==> src/hpbac_defines.svh <==
// Constants for the hub-to-PCI bridge abort and decode control block
`ifndef HPBAC_DEFINES_SVH
`define HPBAC_DEFINES_SVH
`define HPBAC_CTRL_W 8
`define HPBAC_CTRL_RESET 8'h00
`define HPBAC_CTRL_MASK 8'h3E
`define HPBAC_BIT_SYS_ERR_REPORT 1
`define HPBAC_BIT_ISA_EN 2
`define HPBAC_BIT_VGA_EN 3
`define HPBAC_BIT_VGA16 4
`define HPBAC_BIT_ABORT_MODE 5
`define HPBAC_PCMD_SERR_BIT 8
`define HPBAC_PSTS_SIG_ERR_BIT 14
`define HPBAC_PSTS_OFFSET 8'h06
`define HPBAC_PSTS_RESET 16'h0000
`define HPBAC_VGA_MEM_LO 32'h000A_0000
`define HPBAC_VGA_MEM_HI 32'h000B_FFFF
`define HPBAC_VGA_IO_LO1 32'h0000_03B0
`define HPBAC_VGA_IO_HI1 32'h0000_03BB
`define HPBAC_VGA_IO_LO2 32'h0000_03C0
`define HPBAC_VGA_IO_HI2 32'h0000_03DF
`define HPBAC_ABORT_DATA 32'hFFFF_FFFF
`define HPBAC_ZERO_DATA 32'h0000_0000
`endif

==> src/hpbac_pkg.sv <==
// Types for the hub-to-PCI bridge abort and decode control block
package hpbac_pkg;
  typedef enum logic [1:0] {
    HPBAC_CMPL_OK = 2'b00,
    HPBAC_CMPL_MASTER_ABORT = 2'b01,
    HPBAC_CMPL_TARGET_ABORT = 2'b10
  } hpbac_cmpl_e;
  typedef enum logic [1:0] {
    HPBAC_UP_IDLE = 2'b00,
    HPBAC_UP_WAIT = 2'b01
  } hpbac_up_state_e;
  typedef enum logic [1:0] {
    HPBAC_DN_IDLE = 2'b00,
    HPBAC_DN_WAIT = 2'b01
  } hpbac_dn_state_e;
endpackage

==> src/hpbac_decode.sv <==
// Address claim and forwarding decode for PCI and hub cycles
`timescale 1ns/1ps
`include "hpbac_defines.svh"
module hpbac_decode (
  input wire logic clk_in,
  input wire logic rst_in,
  input wire logic vga_en_in,
  input wire logic [31:0] pci_addr_in,
  input wire logic pci_mem_cycle_in,
  input wire logic pci_io_cycle_in,
  input wire logic pci_io_target_hit_in,
  input wire logic hub_io_cycle_in,
  input wire logic usb_io_hit_in,
  input wire logic audio_io_hit_in,
  input wire logic ide_io_hit_in,
  output logic pci_mem_claim_out,
  output logic pci_io_claim_out,
  output logic hub_io_to_pci_out
);
  logic mem_claim_q, mem_claim_d;
  logic io_claim_q, io_claim_d;
  logic io_fwd_q, io_fwd_d;

  function automatic logic in_range(input logic [31:0] a, input logic [31:0] lo, input logic [31:0] hi);
    in_range = (a >= lo) && (a <= hi);
  endfunction

  always_comb begin
    // Legacy window belongs to the PCI graphics device when enabled
    mem_claim_d = pci_mem_cycle_in &&
      !(vga_en_in && in_range(pci_addr_in, `HPBAC_VGA_MEM_LO, `HPBAC_VGA_MEM_HI));
    // VGA ports stay on PCI regardless of any enable
    io_claim_d = pci_io_cycle_in && pci_io_target_hit_in &&
      !in_range(pci_addr_in, `HPBAC_VGA_IO_LO1, `HPBAC_VGA_IO_HI1) &&
      !in_range(pci_addr_in, `HPBAC_VGA_IO_LO2, `HPBAC_VGA_IO_HI2);
    io_fwd_d = hub_io_cycle_in && !usb_io_hit_in && !audio_io_hit_in && !ide_io_hit_in;
  end

  always_ff @(posedge clk_in) begin
    if (rst_in) begin
      mem_claim_q <= 1'b0;
      io_claim_q <= 1'b0;
      io_fwd_q <= 1'b0;
    end else begin
      mem_claim_q <= mem_claim_d;
      io_claim_q <= io_claim_d;
      io_fwd_q <= io_fwd_d;
    end
  end

  assign pci_mem_claim_out = mem_claim_q;
  assign pci_io_claim_out = io_claim_q;
  assign hub_io_to_pci_out = io_fwd_q;
endmodule

==> src/hpbac_up_read.sv <==
// PCI read forwarded to the hub: data return and abort handling
`timescale 1ns/1ps
`include "hpbac_defines.svh"
module hpbac_up_read (
  input wire logic clk_in,
  input wire logic rst_in,
  input wire logic abort_mode_in,
  input wire logic up_rd_start_in,
  input wire logic hub_rd_valid_in,
  input wire logic hub_rd_last_in,
  input wire logic [31:0] hub_rd_data_in,
  input wire logic hub_master_abort_in,
  input wire logic [31:0] hub_abort_data_in,
  output logic pci_rd_valid_out,
  output logic [31:0] pci_rd_data_out,
  output logic pci_target_abort_out,
  output logic prefetch_flush_out,
  output logic up_rd_busy_out
);
  hpbac_pkg::hpbac_up_state_e state_q, state_d;
  logic mode_q, mode_d;
  logic valid_q, valid_d;
  logic [31:0] data_q, data_d;
  logic tabort_q, tabort_d;
  logic flush_q, flush_d;

  always_comb begin
    state_d = state_q;
    mode_d = mode_q;
    valid_d = 1'b0;
    data_d = data_q;
    tabort_d = 1'b0;
    flush_d = 1'b0;
    case (state_q)
      hpbac_pkg::HPBAC_UP_IDLE: begin
        if (up_rd_start_in) begin
          // Mode frozen per transaction
          mode_d = abort_mode_in;
          state_d = hpbac_pkg::HPBAC_UP_WAIT;
        end
      end
      hpbac_pkg::HPBAC_UP_WAIT: begin
        if (hub_master_abort_in) begin
          state_d = hpbac_pkg::HPBAC_UP_IDLE;
          if (mode_q) begin
            tabort_d = 1'b1;
            flush_d = 1'b1;
          end else begin
            valid_d = 1'b1;
            data_d = hub_abort_data_in;
          end
        end else if (hub_rd_valid_in) begin
          valid_d = 1'b1;
          data_d = hub_rd_data_in;
          if (hub_rd_last_in) begin
            state_d = hpbac_pkg::HPBAC_UP_IDLE;
          end
        end
      end
      default: begin
        state_d = hpbac_pkg::HPBAC_UP_IDLE;
      end
    endcase
  end

  always_ff @(posedge clk_in) begin
    if (rst_in) begin
      state_q <= hpbac_pkg::HPBAC_UP_IDLE;
      mode_q <= 1'b0;
      valid_q <= 1'b0;
      data_q <= `HPBAC_ZERO_DATA;
      tabort_q <= 1'b0;
      flush_q <= 1'b0;
    end else begin
      state_q <= state_d;
      mode_q <= mode_d;
      valid_q <= valid_d;
      data_q <= data_d;
      tabort_q <= tabort_d;
      flush_q <= flush_d;
    end
  end

  assign pci_rd_valid_out = valid_q;
  assign pci_rd_data_out = data_q;
  assign pci_target_abort_out = tabort_q;
  assign prefetch_flush_out = flush_q;
  assign up_rd_busy_out = (state_q != hpbac_pkg::HPBAC_UP_IDLE);
endmodule

==> src/hpbac_top.sv <==
// Hub-to-PCI bridge abort handling, decode control bits and system error path
`timescale 1ns/1ps
`include "hpbac_defines.svh"
module hpbac_top (
  input wire logic clk_in,
  input wire logic rst_in,
  input wire logic ctrl_wr_in,
  input wire logic [7:0] ctrl_wdata_in,
  output logic [7:0] ctrl_rdata_out,
  input wire logic [15:0] primary_cmd_in,
  input wire logic sig_err_flag_clr_in,
  output logic [15:0] primary_device_status_out,
  input wire logic pci_serr_n_in,
  input wire logic nmi_to_sysmgmt_in,
  output logic nmi_out,
  output logic system_management_interrupt_out,
  input wire logic hub_req_start_in,
  input wire logic hub_req_posted_in,
  input wire logic hub_req_read_in,
  input wire logic pci_cycle_done_in,
  input wire logic pci_master_abort_in,
  input wire logic [31:0] pci_rd_data_in,
  output logic hub_cmpl_valid_out,
  output logic [1:0] hub_cmpl_status_out,
  output logic [31:0] hub_cmpl_data_out,
  output logic posted_drop_out,
  output logic dn_busy_out,
  input wire logic up_rd_start_in,
  input wire logic hub_rd_valid_in,
  input wire logic hub_rd_last_in,
  input wire logic [31:0] hub_rd_data_in,
  input wire logic hub_master_abort_in,
  input wire logic [31:0] hub_abort_data_in,
  output logic pci_rd_valid_out,
  output logic [31:0] pci_rd_data_out,
  output logic pci_target_abort_out,
  output logic prefetch_flush_out,
  output logic up_rd_busy_out,
  input wire logic [31:0] pci_addr_in,
  input wire logic pci_mem_cycle_in,
  input wire logic pci_io_cycle_in,
  input wire logic pci_io_target_hit_in,
  input wire logic hub_io_cycle_in,
  input wire logic usb_io_hit_in,
  input wire logic audio_io_hit_in,
  input wire logic ide_io_hit_in,
  output logic pci_mem_claim_out,
  output logic pci_io_claim_out,
  output logic hub_io_to_pci_out
);
  // Control bits
  logic [7:0] ctrl_q, ctrl_d;
  logic abort_mode;
  logic vga_en;
  logic serr_report_en;
  logic serr_path_en;

  always_comb begin
    ctrl_d = ctrl_q;
    if (ctrl_wr_in) begin
      // Storage only for bits 1 to 5; bit 0 and bits 7:6 always read as zero
      ctrl_d = ctrl_wdata_in & `HPBAC_CTRL_MASK;
    end
  end

  always_ff @(posedge clk_in) begin
    if (rst_in) begin
      ctrl_q <= `HPBAC_CTRL_RESET;
    end else begin
      ctrl_q <= ctrl_d;
    end
  end

  assign ctrl_rdata_out = ctrl_q;
  assign abort_mode = ctrl_q[`HPBAC_BIT_ABORT_MODE];
  assign vga_en = ctrl_q[`HPBAC_BIT_VGA_EN];
  assign serr_report_en = ctrl_q[`HPBAC_BIT_SYS_ERR_REPORT];
  assign serr_path_en = serr_report_en && primary_cmd_in[`HPBAC_PCMD_SERR_BIT];

  // System error pin synchroniser, active low pin
  // Only the second flop is read; the first may go metastable
  logic serr_meta_q, serr_meta_d;
  logic serr_sync_q, serr_sync_d;
  logic serr_prev_q, serr_prev_d;
  logic serr_rise;

  always_comb begin
    serr_meta_d = ~pci_serr_n_in;
    serr_sync_d = serr_meta_q;
    serr_prev_d = serr_sync_q;
  end

  always_ff @(posedge clk_in) begin
    if (rst_in) begin
      serr_meta_q <= 1'b0;
      serr_sync_q <= 1'b0;
      serr_prev_q <= 1'b0;
    end else begin
      serr_meta_q <= serr_meta_d;
      serr_sync_q <= serr_sync_d;
      serr_prev_q <= serr_prev_d;
    end
  end

  // One event per assertion, not per cycle held
  assign serr_rise = serr_sync_q && !serr_prev_q;

  // One qualified event feeds both the interrupt and the flag
  logic serr_event;
  assign serr_event = serr_rise && serr_path_en;

  // Interrupt pulses
  logic nmi_q, nmi_d;
  logic sysmgmt_q, sysmgmt_d;

  always_comb begin
    // Route picks exactly one destination per event
    nmi_d = serr_event && !nmi_to_sysmgmt_in;
    sysmgmt_d = serr_event && nmi_to_sysmgmt_in;
  end

  always_ff @(posedge clk_in) begin
    if (rst_in) begin
      nmi_q <= 1'b0;
      sysmgmt_q <= 1'b0;
    end else begin
      nmi_q <= nmi_d;
      sysmgmt_q <= sysmgmt_d;
    end
  end

  assign nmi_out = nmi_q;
  assign system_management_interrupt_out = sysmgmt_q;

  // Hub request forwarded to PCI
  hpbac_pkg::hpbac_dn_state_e dn_state_q, dn_state_d;
  logic dn_mode_q, dn_mode_d;
  logic dn_posted_q, dn_posted_d;
  logic dn_read_q, dn_read_d;
  logic cmpl_valid_q, cmpl_valid_d;
  logic [1:0] cmpl_status_q, cmpl_status_d;
  logic [31:0] cmpl_data_q, cmpl_data_d;
  logic drop_q, drop_d;
  logic posted_flag_set;

  always_comb begin
    dn_state_d = dn_state_q;
    dn_mode_d = dn_mode_q;
    dn_posted_d = dn_posted_q;
    dn_read_d = dn_read_q;
    cmpl_valid_d = 1'b0;
    cmpl_status_d = cmpl_status_q;
    cmpl_data_d = cmpl_data_q;
    drop_d = 1'b0;
    posted_flag_set = 1'b0;
    case (dn_state_q)
      hpbac_pkg::HPBAC_DN_IDLE: begin
        if (hub_req_start_in) begin
          // Mode taken at start so a mid-flight write cannot change it
          dn_mode_d = abort_mode;
          dn_posted_d = hub_req_posted_in;
          dn_read_d = hub_req_read_in && !hub_req_posted_in;
          dn_state_d = hpbac_pkg::HPBAC_DN_WAIT;
        end
      end
      hpbac_pkg::HPBAC_DN_WAIT: begin
        if (pci_master_abort_in) begin
          dn_state_d = hpbac_pkg::HPBAC_DN_IDLE;
          if (dn_posted_q) begin
            drop_d = 1'b1;
            posted_flag_set = dn_mode_q && serr_report_en;
          end else begin
            cmpl_valid_d = 1'b1;
            cmpl_status_d = dn_mode_q ? hpbac_pkg::HPBAC_CMPL_TARGET_ABORT
                                      : hpbac_pkg::HPBAC_CMPL_MASTER_ABORT;
            cmpl_data_d = dn_read_q ? `HPBAC_ABORT_DATA : `HPBAC_ZERO_DATA;
          end
        end else if (pci_cycle_done_in) begin
          dn_state_d = hpbac_pkg::HPBAC_DN_IDLE;
          // Posted writes have no waiting requester, so no completion
          if (!dn_posted_q) begin
            cmpl_valid_d = 1'b1;
            cmpl_status_d = hpbac_pkg::HPBAC_CMPL_OK;
            cmpl_data_d = dn_read_q ? pci_rd_data_in : `HPBAC_ZERO_DATA;
          end
        end
      end
      default: begin
        dn_state_d = hpbac_pkg::HPBAC_DN_IDLE;
      end
    endcase
  end

  always_ff @(posedge clk_in) begin
    if (rst_in) begin
      dn_state_q <= hpbac_pkg::HPBAC_DN_IDLE;
      dn_mode_q <= 1'b0;
      dn_posted_q <= 1'b0;
      dn_read_q <= 1'b0;
      cmpl_valid_q <= 1'b0;
      cmpl_status_q <= hpbac_pkg::HPBAC_CMPL_OK;
      cmpl_data_q <= `HPBAC_ZERO_DATA;
      drop_q <= 1'b0;
    end else begin
      dn_state_q <= dn_state_d;
      dn_mode_q <= dn_mode_d;
      dn_posted_q <= dn_posted_d;
      dn_read_q <= dn_read_d;
      cmpl_valid_q <= cmpl_valid_d;
      cmpl_status_q <= cmpl_status_d;
      cmpl_data_q <= cmpl_data_d;
      drop_q <= drop_d;
    end
  end

  assign hub_cmpl_valid_out = cmpl_valid_q;
  assign hub_cmpl_status_out = cmpl_status_q;
  assign hub_cmpl_data_out = cmpl_data_q;
  assign posted_drop_out = drop_q;
  assign dn_busy_out = (dn_state_q != hpbac_pkg::HPBAC_DN_IDLE);

  // Signaled system error status flag
  logic sig_err_q, sig_err_d;

  always_comb begin
    sig_err_d = sig_err_q;
    if (sig_err_flag_clr_in) begin
      sig_err_d = 1'b0;
    end
    // Set beats a clear in the same cycle
    if (posted_flag_set || serr_event) begin
      sig_err_d = 1'b1;
    end
  end

  always_ff @(posedge clk_in) begin
    if (rst_in) begin
      sig_err_q <= 1'b0;
    end else begin
      sig_err_q <= sig_err_d;
    end
  end

  // Other status bits are owned elsewhere and read as zero here
  always_comb begin
    primary_device_status_out = `HPBAC_PSTS_RESET;
    primary_device_status_out[`HPBAC_PSTS_SIG_ERR_BIT] = sig_err_q;
  end

  // PCI reads toward the hub
  // Upstream writes never learn of a hub master abort, so they need no path here
  hpbac_up_read u_up_read (
    .clk_in(clk_in),
    .rst_in(rst_in),
    .abort_mode_in(abort_mode),
    .up_rd_start_in(up_rd_start_in),
    .hub_rd_valid_in(hub_rd_valid_in),
    .hub_rd_last_in(hub_rd_last_in),
    .hub_rd_data_in(hub_rd_data_in),
    .hub_master_abort_in(hub_master_abort_in),
    .hub_abort_data_in(hub_abort_data_in),
    .pci_rd_valid_out(pci_rd_valid_out),
    .pci_rd_data_out(pci_rd_data_out),
    .pci_target_abort_out(pci_target_abort_out),
    .prefetch_flush_out(prefetch_flush_out),
    .up_rd_busy_out(up_rd_busy_out)
  );

  // Decode never sees the ISA or 16-bit decode bits
  hpbac_decode u_decode (
    .clk_in(clk_in),
    .rst_in(rst_in),
    .vga_en_in(vga_en),
    .pci_addr_in(pci_addr_in),
    .pci_mem_cycle_in(pci_mem_cycle_in),
    .pci_io_cycle_in(pci_io_cycle_in),
    .pci_io_target_hit_in(pci_io_target_hit_in),
    .hub_io_cycle_in(hub_io_cycle_in),
    .usb_io_hit_in(usb_io_hit_in),
    .audio_io_hit_in(audio_io_hit_in),
    .ide_io_hit_in(ide_io_hit_in),
    .pci_mem_claim_out(pci_mem_claim_out),
    .pci_io_claim_out(pci_io_claim_out),
    .hub_io_to_pci_out(hub_io_to_pci_out)
  );
endmodule

==> config.mk <==
export PLATFORM = sky130hd
export DESIGN_NAME = hpbac_top
export DESIGN_NICKNAME = d
export VERILOG_FILES = /design/src/hpbac_pkg.sv /design/src/hpbac_decode.sv /design/src/hpbac_up_read.sv /design/src/hpbac_top.sv
export VERILOG_INCLUDE_DIRS = /design/src
export SDC_FILE = /design/constraint.sdc
export NUM_CORES = 1
export LEC_CHECK = 0
export ABC_AREA = 1
export BUFFER_PORTS_ARGS = -buffer_cell sky130_fd_sc_hd__clkbuf_2
export CAP_MARGIN = 20
export CORE_AREA = 5 5 104 106
export CTS_CLUSTER_SIZE = 24
export DETAILED_ROUTE_END_ITERATION = 8
export DIE_AREA = 0 0 109 111
export GPL_TIMING_DRIVEN = 0
export PLACE_DENSITY = 0.89
export SLEW_MARGIN = 20
export SYNTH_ARGS = -nofsm -noshare
export SYNTH_HDL_FRONTEND = slang
export SYNTH_SLANG_ARGS = --single-unit
==> constraint.sdc <==
create_clock -name clk_in -period 3.6 [get_ports clk_in]
set_input_delay 0.36 -clock clk_in [delete_from_list [all_inputs] [get_ports clk_in]]
set_output_delay 0.36 -clock clk_in [all_outputs]
set_load 0.05 [all_outputs]
* Yosys cells after proc, flatten, opt, wreduce, memory -nomap -nowiden
Index checks and enable logic that the tools add are counted.
Word-level totals: register bits 92, input bits 174, output and inout port bits 102, logic and storage cells 124
Cells by class: magnitude comparators 6, equal/unequal tests 8, mux-type cells 36, bitwise gates (word level) 6, reductions and logical operators 45
Operator list (count):
- 32-bit 2-to-1 mux | 9
- 32-bit by 10-bit >= comparator with 1-bit output (second input constant) | 2
- 32-bit by 10-bit <= comparator with 1-bit output (second input constant) | 2
- 32-bit by 20-bit >= comparator with 1-bit output (second input constant) | 1
- 32-bit by 20-bit <= comparator with 1-bit output (second input constant) | 1
- 2-bit 2-to-1 mux | 12
- 1-bit logical AND | 18
- 1-bit 2-to-1 mux | 13
- 2-bit nonzero test | 5
- 1-bit logical NOT | 9
- 3-bit != test (second input constant) | 3
- 3-bit AND reduction | 3
- 2-bit case mux with 2 select lines | 2
- 2-bit != test (second input constant) | 3
- 1-bit inverter | 6
- 2-bit AND reduction | 3
- 3-bit OR reduction | 2
- 2-bit by 1-bit equality test with 1-bit output (second input constant) | 2
- 2-bit logical NOT | 2
- 2-bit OR reduction | 2
- 1-bit logical OR | 1

* Longest topological paths before layout
depth after elaboration 6, depth in mapped cells 7, mapped depth without buffers 7

* Cells and area by module
From an unflattened synthesis, not the netlist that was laid out.
Second synthesis, totals: cell total of the unflattened synthesis 776, area, all modules 4667.0 sq um
Modules (own cells, without submodules):
- hpbac_top | times used 1, cells an instance 377, area each 2409.8 sq um, sequential area each 1021.0 sq um
- hpbac_up_read | times used 1, cells an instance 356, area each 2019.4 sq um, sequential area each 720.7 sq um
- hpbac_decode | times used 1, cells an instance 43, area each 237.7 sq um, sequential area each 60.1 sq um

* Least setup slack after synthesis
No wires, ideal clock.
kind register to register, start register dn_state_q[0], end register cmpl_data_q[20] (netlist: hub_cmpl_data_out[20]), setup time 120 ps, data arrival time 1460 ps, data required time 3480 ps, setup slack 2021 ps, cell stages (with the launch flop) 7, buffers on the path 1, period minus slack after synthesis 1579 ps, path through dfxtp_1 > inv_1 > nor3_4 > inv_2 > buf_2 > nand3_1 > o21ai_2
Between the ends: longest elaborated chain between the ends 2
RTL lines:
- start: declaration | line hpbac_top.sv:136 | hpbac_pkg::hpbac_dn_state_e dn_state_q, dn_state_d;
- start signal: assignment | line hpbac_top.sv:196 | dn_state_q <= hpbac_pkg::HPBAC_DN_IDLE;
- start signal: assignment | line hpbac_top.sv:205 | dn_state_q <= dn_state_d;
- 2-bit by 1-bit equality test with 1-bit output | line hpbac_top.sv:156 | case (dn_state_q)
- 3-bit AND reduction (no source line)
- end signal: assignment | line hpbac_top.sv:202 | cmpl_data_q <= `HPBAC_ZERO_DATA;
- end signal: assignment | line hpbac_top.sv:211 | cmpl_data_q <= cmpl_data_d;
- end: declaration | line hpbac_top.sv:142 | logic [31:0] cmpl_data_q, cmpl_data_d;
Every way passes these cells. A chain may end at the register's enable or synchronous reset.

* Worst setup path in the final report
start register ctrl_q[5] (netlist: ctrl_rdata_out[5]), end output ctrl_rdata_out[5]
RTL lines:
- start: declaration | line hpbac_top.sv:52 | logic [7:0] ctrl_q, ctrl_d;
- start signal: assignment | line hpbac_top.sv:68 | ctrl_q <= `HPBAC_CTRL_RESET;
- start signal: assignment | line hpbac_top.sv:70 | ctrl_q <= ctrl_d;
- end: declaration | line hpbac_top.sv:9 | output logic [7:0] ctrl_rdata_out,
No word-level cell between the ends.

==> impl_metrics.tcl <==
set metrics [dict create \
    status "finished clean" \
    wirelength_um 12400 \
    synth-edff-count 0 \
    die_h_um 111 \
    crit_type "register to output pin" \
    met2_length_um 6090 \
    grt_use_total_pct 19.7 \
    synth_simple_gate_area_share_pct 28.2 \
    drive_gt1_share_pct 39.5 \
    critPathLaunchType "register" \
    hold_path.class "input port to register" \
    drt-initial-drc-count 268 \
    diodes 0 \
    numCtsBuffers 9 \
    endpoint_kind "output pin" \
    worstHoldEndpoint "u_decode.hub_io_to_pci_out" \
    synth_top_area_cell "dfxtp_1" \
    combPwrFrac_pct 22.5 \
    synth_area_um2 4000 \
    rows 36 \
    antenna_found_initial 0 \
    postCtsHoldBufs 0 \
    die_area_um2 12100 \
    cts_setup_buffers 0 \
    synth_compound_area_share_pct 16.0 \
    switchingPower_mw 0.777 \
    r2r-start "dn_state_q[0]" \
    wl_met3_um 1290 \
    slew_violations 0 \
    post-place-ws_ns 2.09 \
    route.vias.total 4359 \
    dr.pass1.iters 4 \
    ys_ff_latch 90 \
    io_buffers 235 \
    crit_fanout 4 \
    grt_pass1_vias 4074 \
    area_growth_pct 40.0 \
    required_ns 3.24 \
    worstMarginPinSlew_ns 0.543 \
    clk_pin_slew_ns 0.10 \
    timing_hold_violations_final 0 \
    r2r_cells 6 \
    start_util_pct 41.3 \
    muxShareOfSynthArea_pct 0 \
    ir_drop_v 0.000238 \
    wl_per_cell_um 13.0 \
    routed_via_density 4.56 \
    synth_area_per_cell_um2 7.20 \
    p_int_mw 1.47 \
    clk_path_buf_depth 2 \
    p_per_area_nw_per_um2 401 \
    dp_hpwl_um 10100 \
    synth_commonest_cells "nand2_1 (121), nor2_1 (101), dfxtp_1 (90), o21ai_0 (73), nand3_1 (40)" \
    cpMaxStageDelayCell "dfxtp_1" \
    total_power_mw 2.24 \
    synth_ff_type "dfxtp_1" \
    min_from "usb_io_hit_in" \
    worst_slack_ns 2.05 \
    synth_top_family_by_area "simple AND/OR/NAND/NOR gates" \
    fin_nets 992 \
    rsz0062_at_grt "false" \
    fmax_ghz 0.645 \
    grt_max_degree 19 \
    overflow 0 \
    antenna_left 0 \
    synth_area_leaders "dfxtp_1 (45%), nand2_1 (11%), nor2_1 (9.5%), o21ai_0 (9.1%), nand3_1 (5.0%)" \
    yosys.cell_count.top_type "nand2_1" \
    period_share_pct 43.1 \
    drc 0 \
    regToRegSetupSlack_ns 2.24 \
    cts_root_buf "clkbuf_8" \
    grt_pass1_wl_um 19100 \
    synth_top_area_share_pct 45.1 \
    htree_levels 3 \
    ys_warn_count 0 \
    synth-xor-area-share_pct 0 \
    tns_ns 0 \
    cts_tree "built" \
    synth.distinct_cells 29 \
    p_clk_share_pct 30.1 \
    routabilityCongestion 0.804 \
    yosys.area_share.adder_pct 0 \
    highest_layer "met4" \
    core_um2 9680 \
    critPathMaxStageDelay_ns 0.43 \
    clkLatencyLatePin_ns 0.36 \
    ys_async_sr_fraction_pct 0 \
    timing.rr.end "hub_cmpl_data_out[30]" \
    p_seq_share_pct 47.4 \
    dieWidth_um 109 \
    clock_sinks 90 \
    final-setup-viol-count 0 \
    cap_violations 0 \
    cts_resized 0 \
    crit_chain "buf_4 > clkbuf_2" \
    synthCells 555 \
    m1WireLength_um 4840 \
    ios 276 \
    synth_seq_area_share_pct 45.1 \
    period_needed_ns 1.55 \
    worstPathArrival_ns 1.19 \
    skew_ns 0.0156 \
    p_leak_nw 2.90 \
    p_sw_share_pct 34.6 \
    hold_depth 2 \
    slew_headroom_pct 63.8 \
]
## layout by cell type, fill, tap and decap left out, types with 19 or more instances in the layout
master / netlist / final
o21ai_0: 73 / 73
nor2_1: 101 / 101
nand2_1: 121 / 121
nand3_1: 40 / 40
buf_4: 23 / 23
dfxtp_1: 90 / 90
clkbuf_2: 2 / 237
o21ai_2: 21 / 21
inv_1: 19 / 19
## per-layer routing
| layer | global-route usage, % | vias up |
|---|---|---|
| met4 | 4.80 | 0 |
| li1 | - | 2274 |
| met1 | 21.4 | 1884 |
| met3 | 6.99 | 14 |
| met5 | 0 | - |
| met2 | 35.7 | 187 |
## per-stage QoR
stage / instance area [um2] / hold WS (ns) / util [%] / std cells
5_1_grt: 5600 / 0.120 / 57.8 / 956
2_1_floorplan: 4060 / 0.388 / - / 572
4_1_cts: 5600 / 0.128 / 57.8 / 956
3_5_place_dp: 5400 / 0.398 / 55.8 / 940
3_3_place_gp: 5400 / 0.397 / 55.8 / 940
6_report: 5600 / 0.147 / 57.8 / 956
## state kept, by name, summed over array words and instances, names as in the netlist, 2 cells and up
register                   count
u_up_read.pci_rd_data_out     32
ctrl_rdata_out                 5
hub_cmpl_status_out            2
hub_cmpl_data_out             32
## critical path, delay by kind of cell, from the launching register on
kind / cells / cell delay (ns)
flops: 1 / 0.43
buf+inv: 2 / 0.41
## layout make-up
type	instances	area (um2)
buffer	57	348
clock buffer	9	124
clock inverter	7	70.1
fill	909	4090
inverter	21	78.8
multi-input combinational	404	1830
sequential	90	1800
tap	133	166
timing repair buffer	235	1180
## kinds of logic (layout without fill, tap and decap cells)
| logic type | Yosys count | in the layout |
|---|---|---|
| AO/OA/AOI/OAI | 111 | 111 |
| buffers and inverters | 78 | 329 |
| flip-flops | 90 | 90 |
| other | 1 | 18 |
| AND/OR/NAND/NOR | 275 | 275 |
## how the worst max path moves through the flow
stage / startpoint / to / slack, ns / cells past startpoint
3_3_place_gp: rst_in / u_up_read.pci_rd_data_out[18] / 2.11 / 6
5_1_grt: ctrl_rdata_out[5] / ctrl_rdata_out[5] / 1.98 / 2
3_5_place_dp: rst_in / u_up_read.pci_rd_data_out[22] / 2.09 / 6
2_1_floorplan: dn_state_q[0] / hub_cmpl_data_out[20] / 2.02 / 6
6_report: ctrl_rdata_out[5] / ctrl_rdata_out[5] / 2.05 / 2
4_1_cts: ctrl_rdata_out[5] / ctrl_rdata_out[5] / 1.99 / 2
## power groups by stage
stage               Clock [mW]  Combinational [mW]  Sequential, mW
detailed placement           0               0.504            1.09
global route             0.732               0.549            1.07
CTS                      0.695               0.505            1.06
global placement             0               0.500            1.09
floorplan                    0               0.214            1.21
finish                   0.676               0.504            1.06
(Power assumes the default switching activity.)
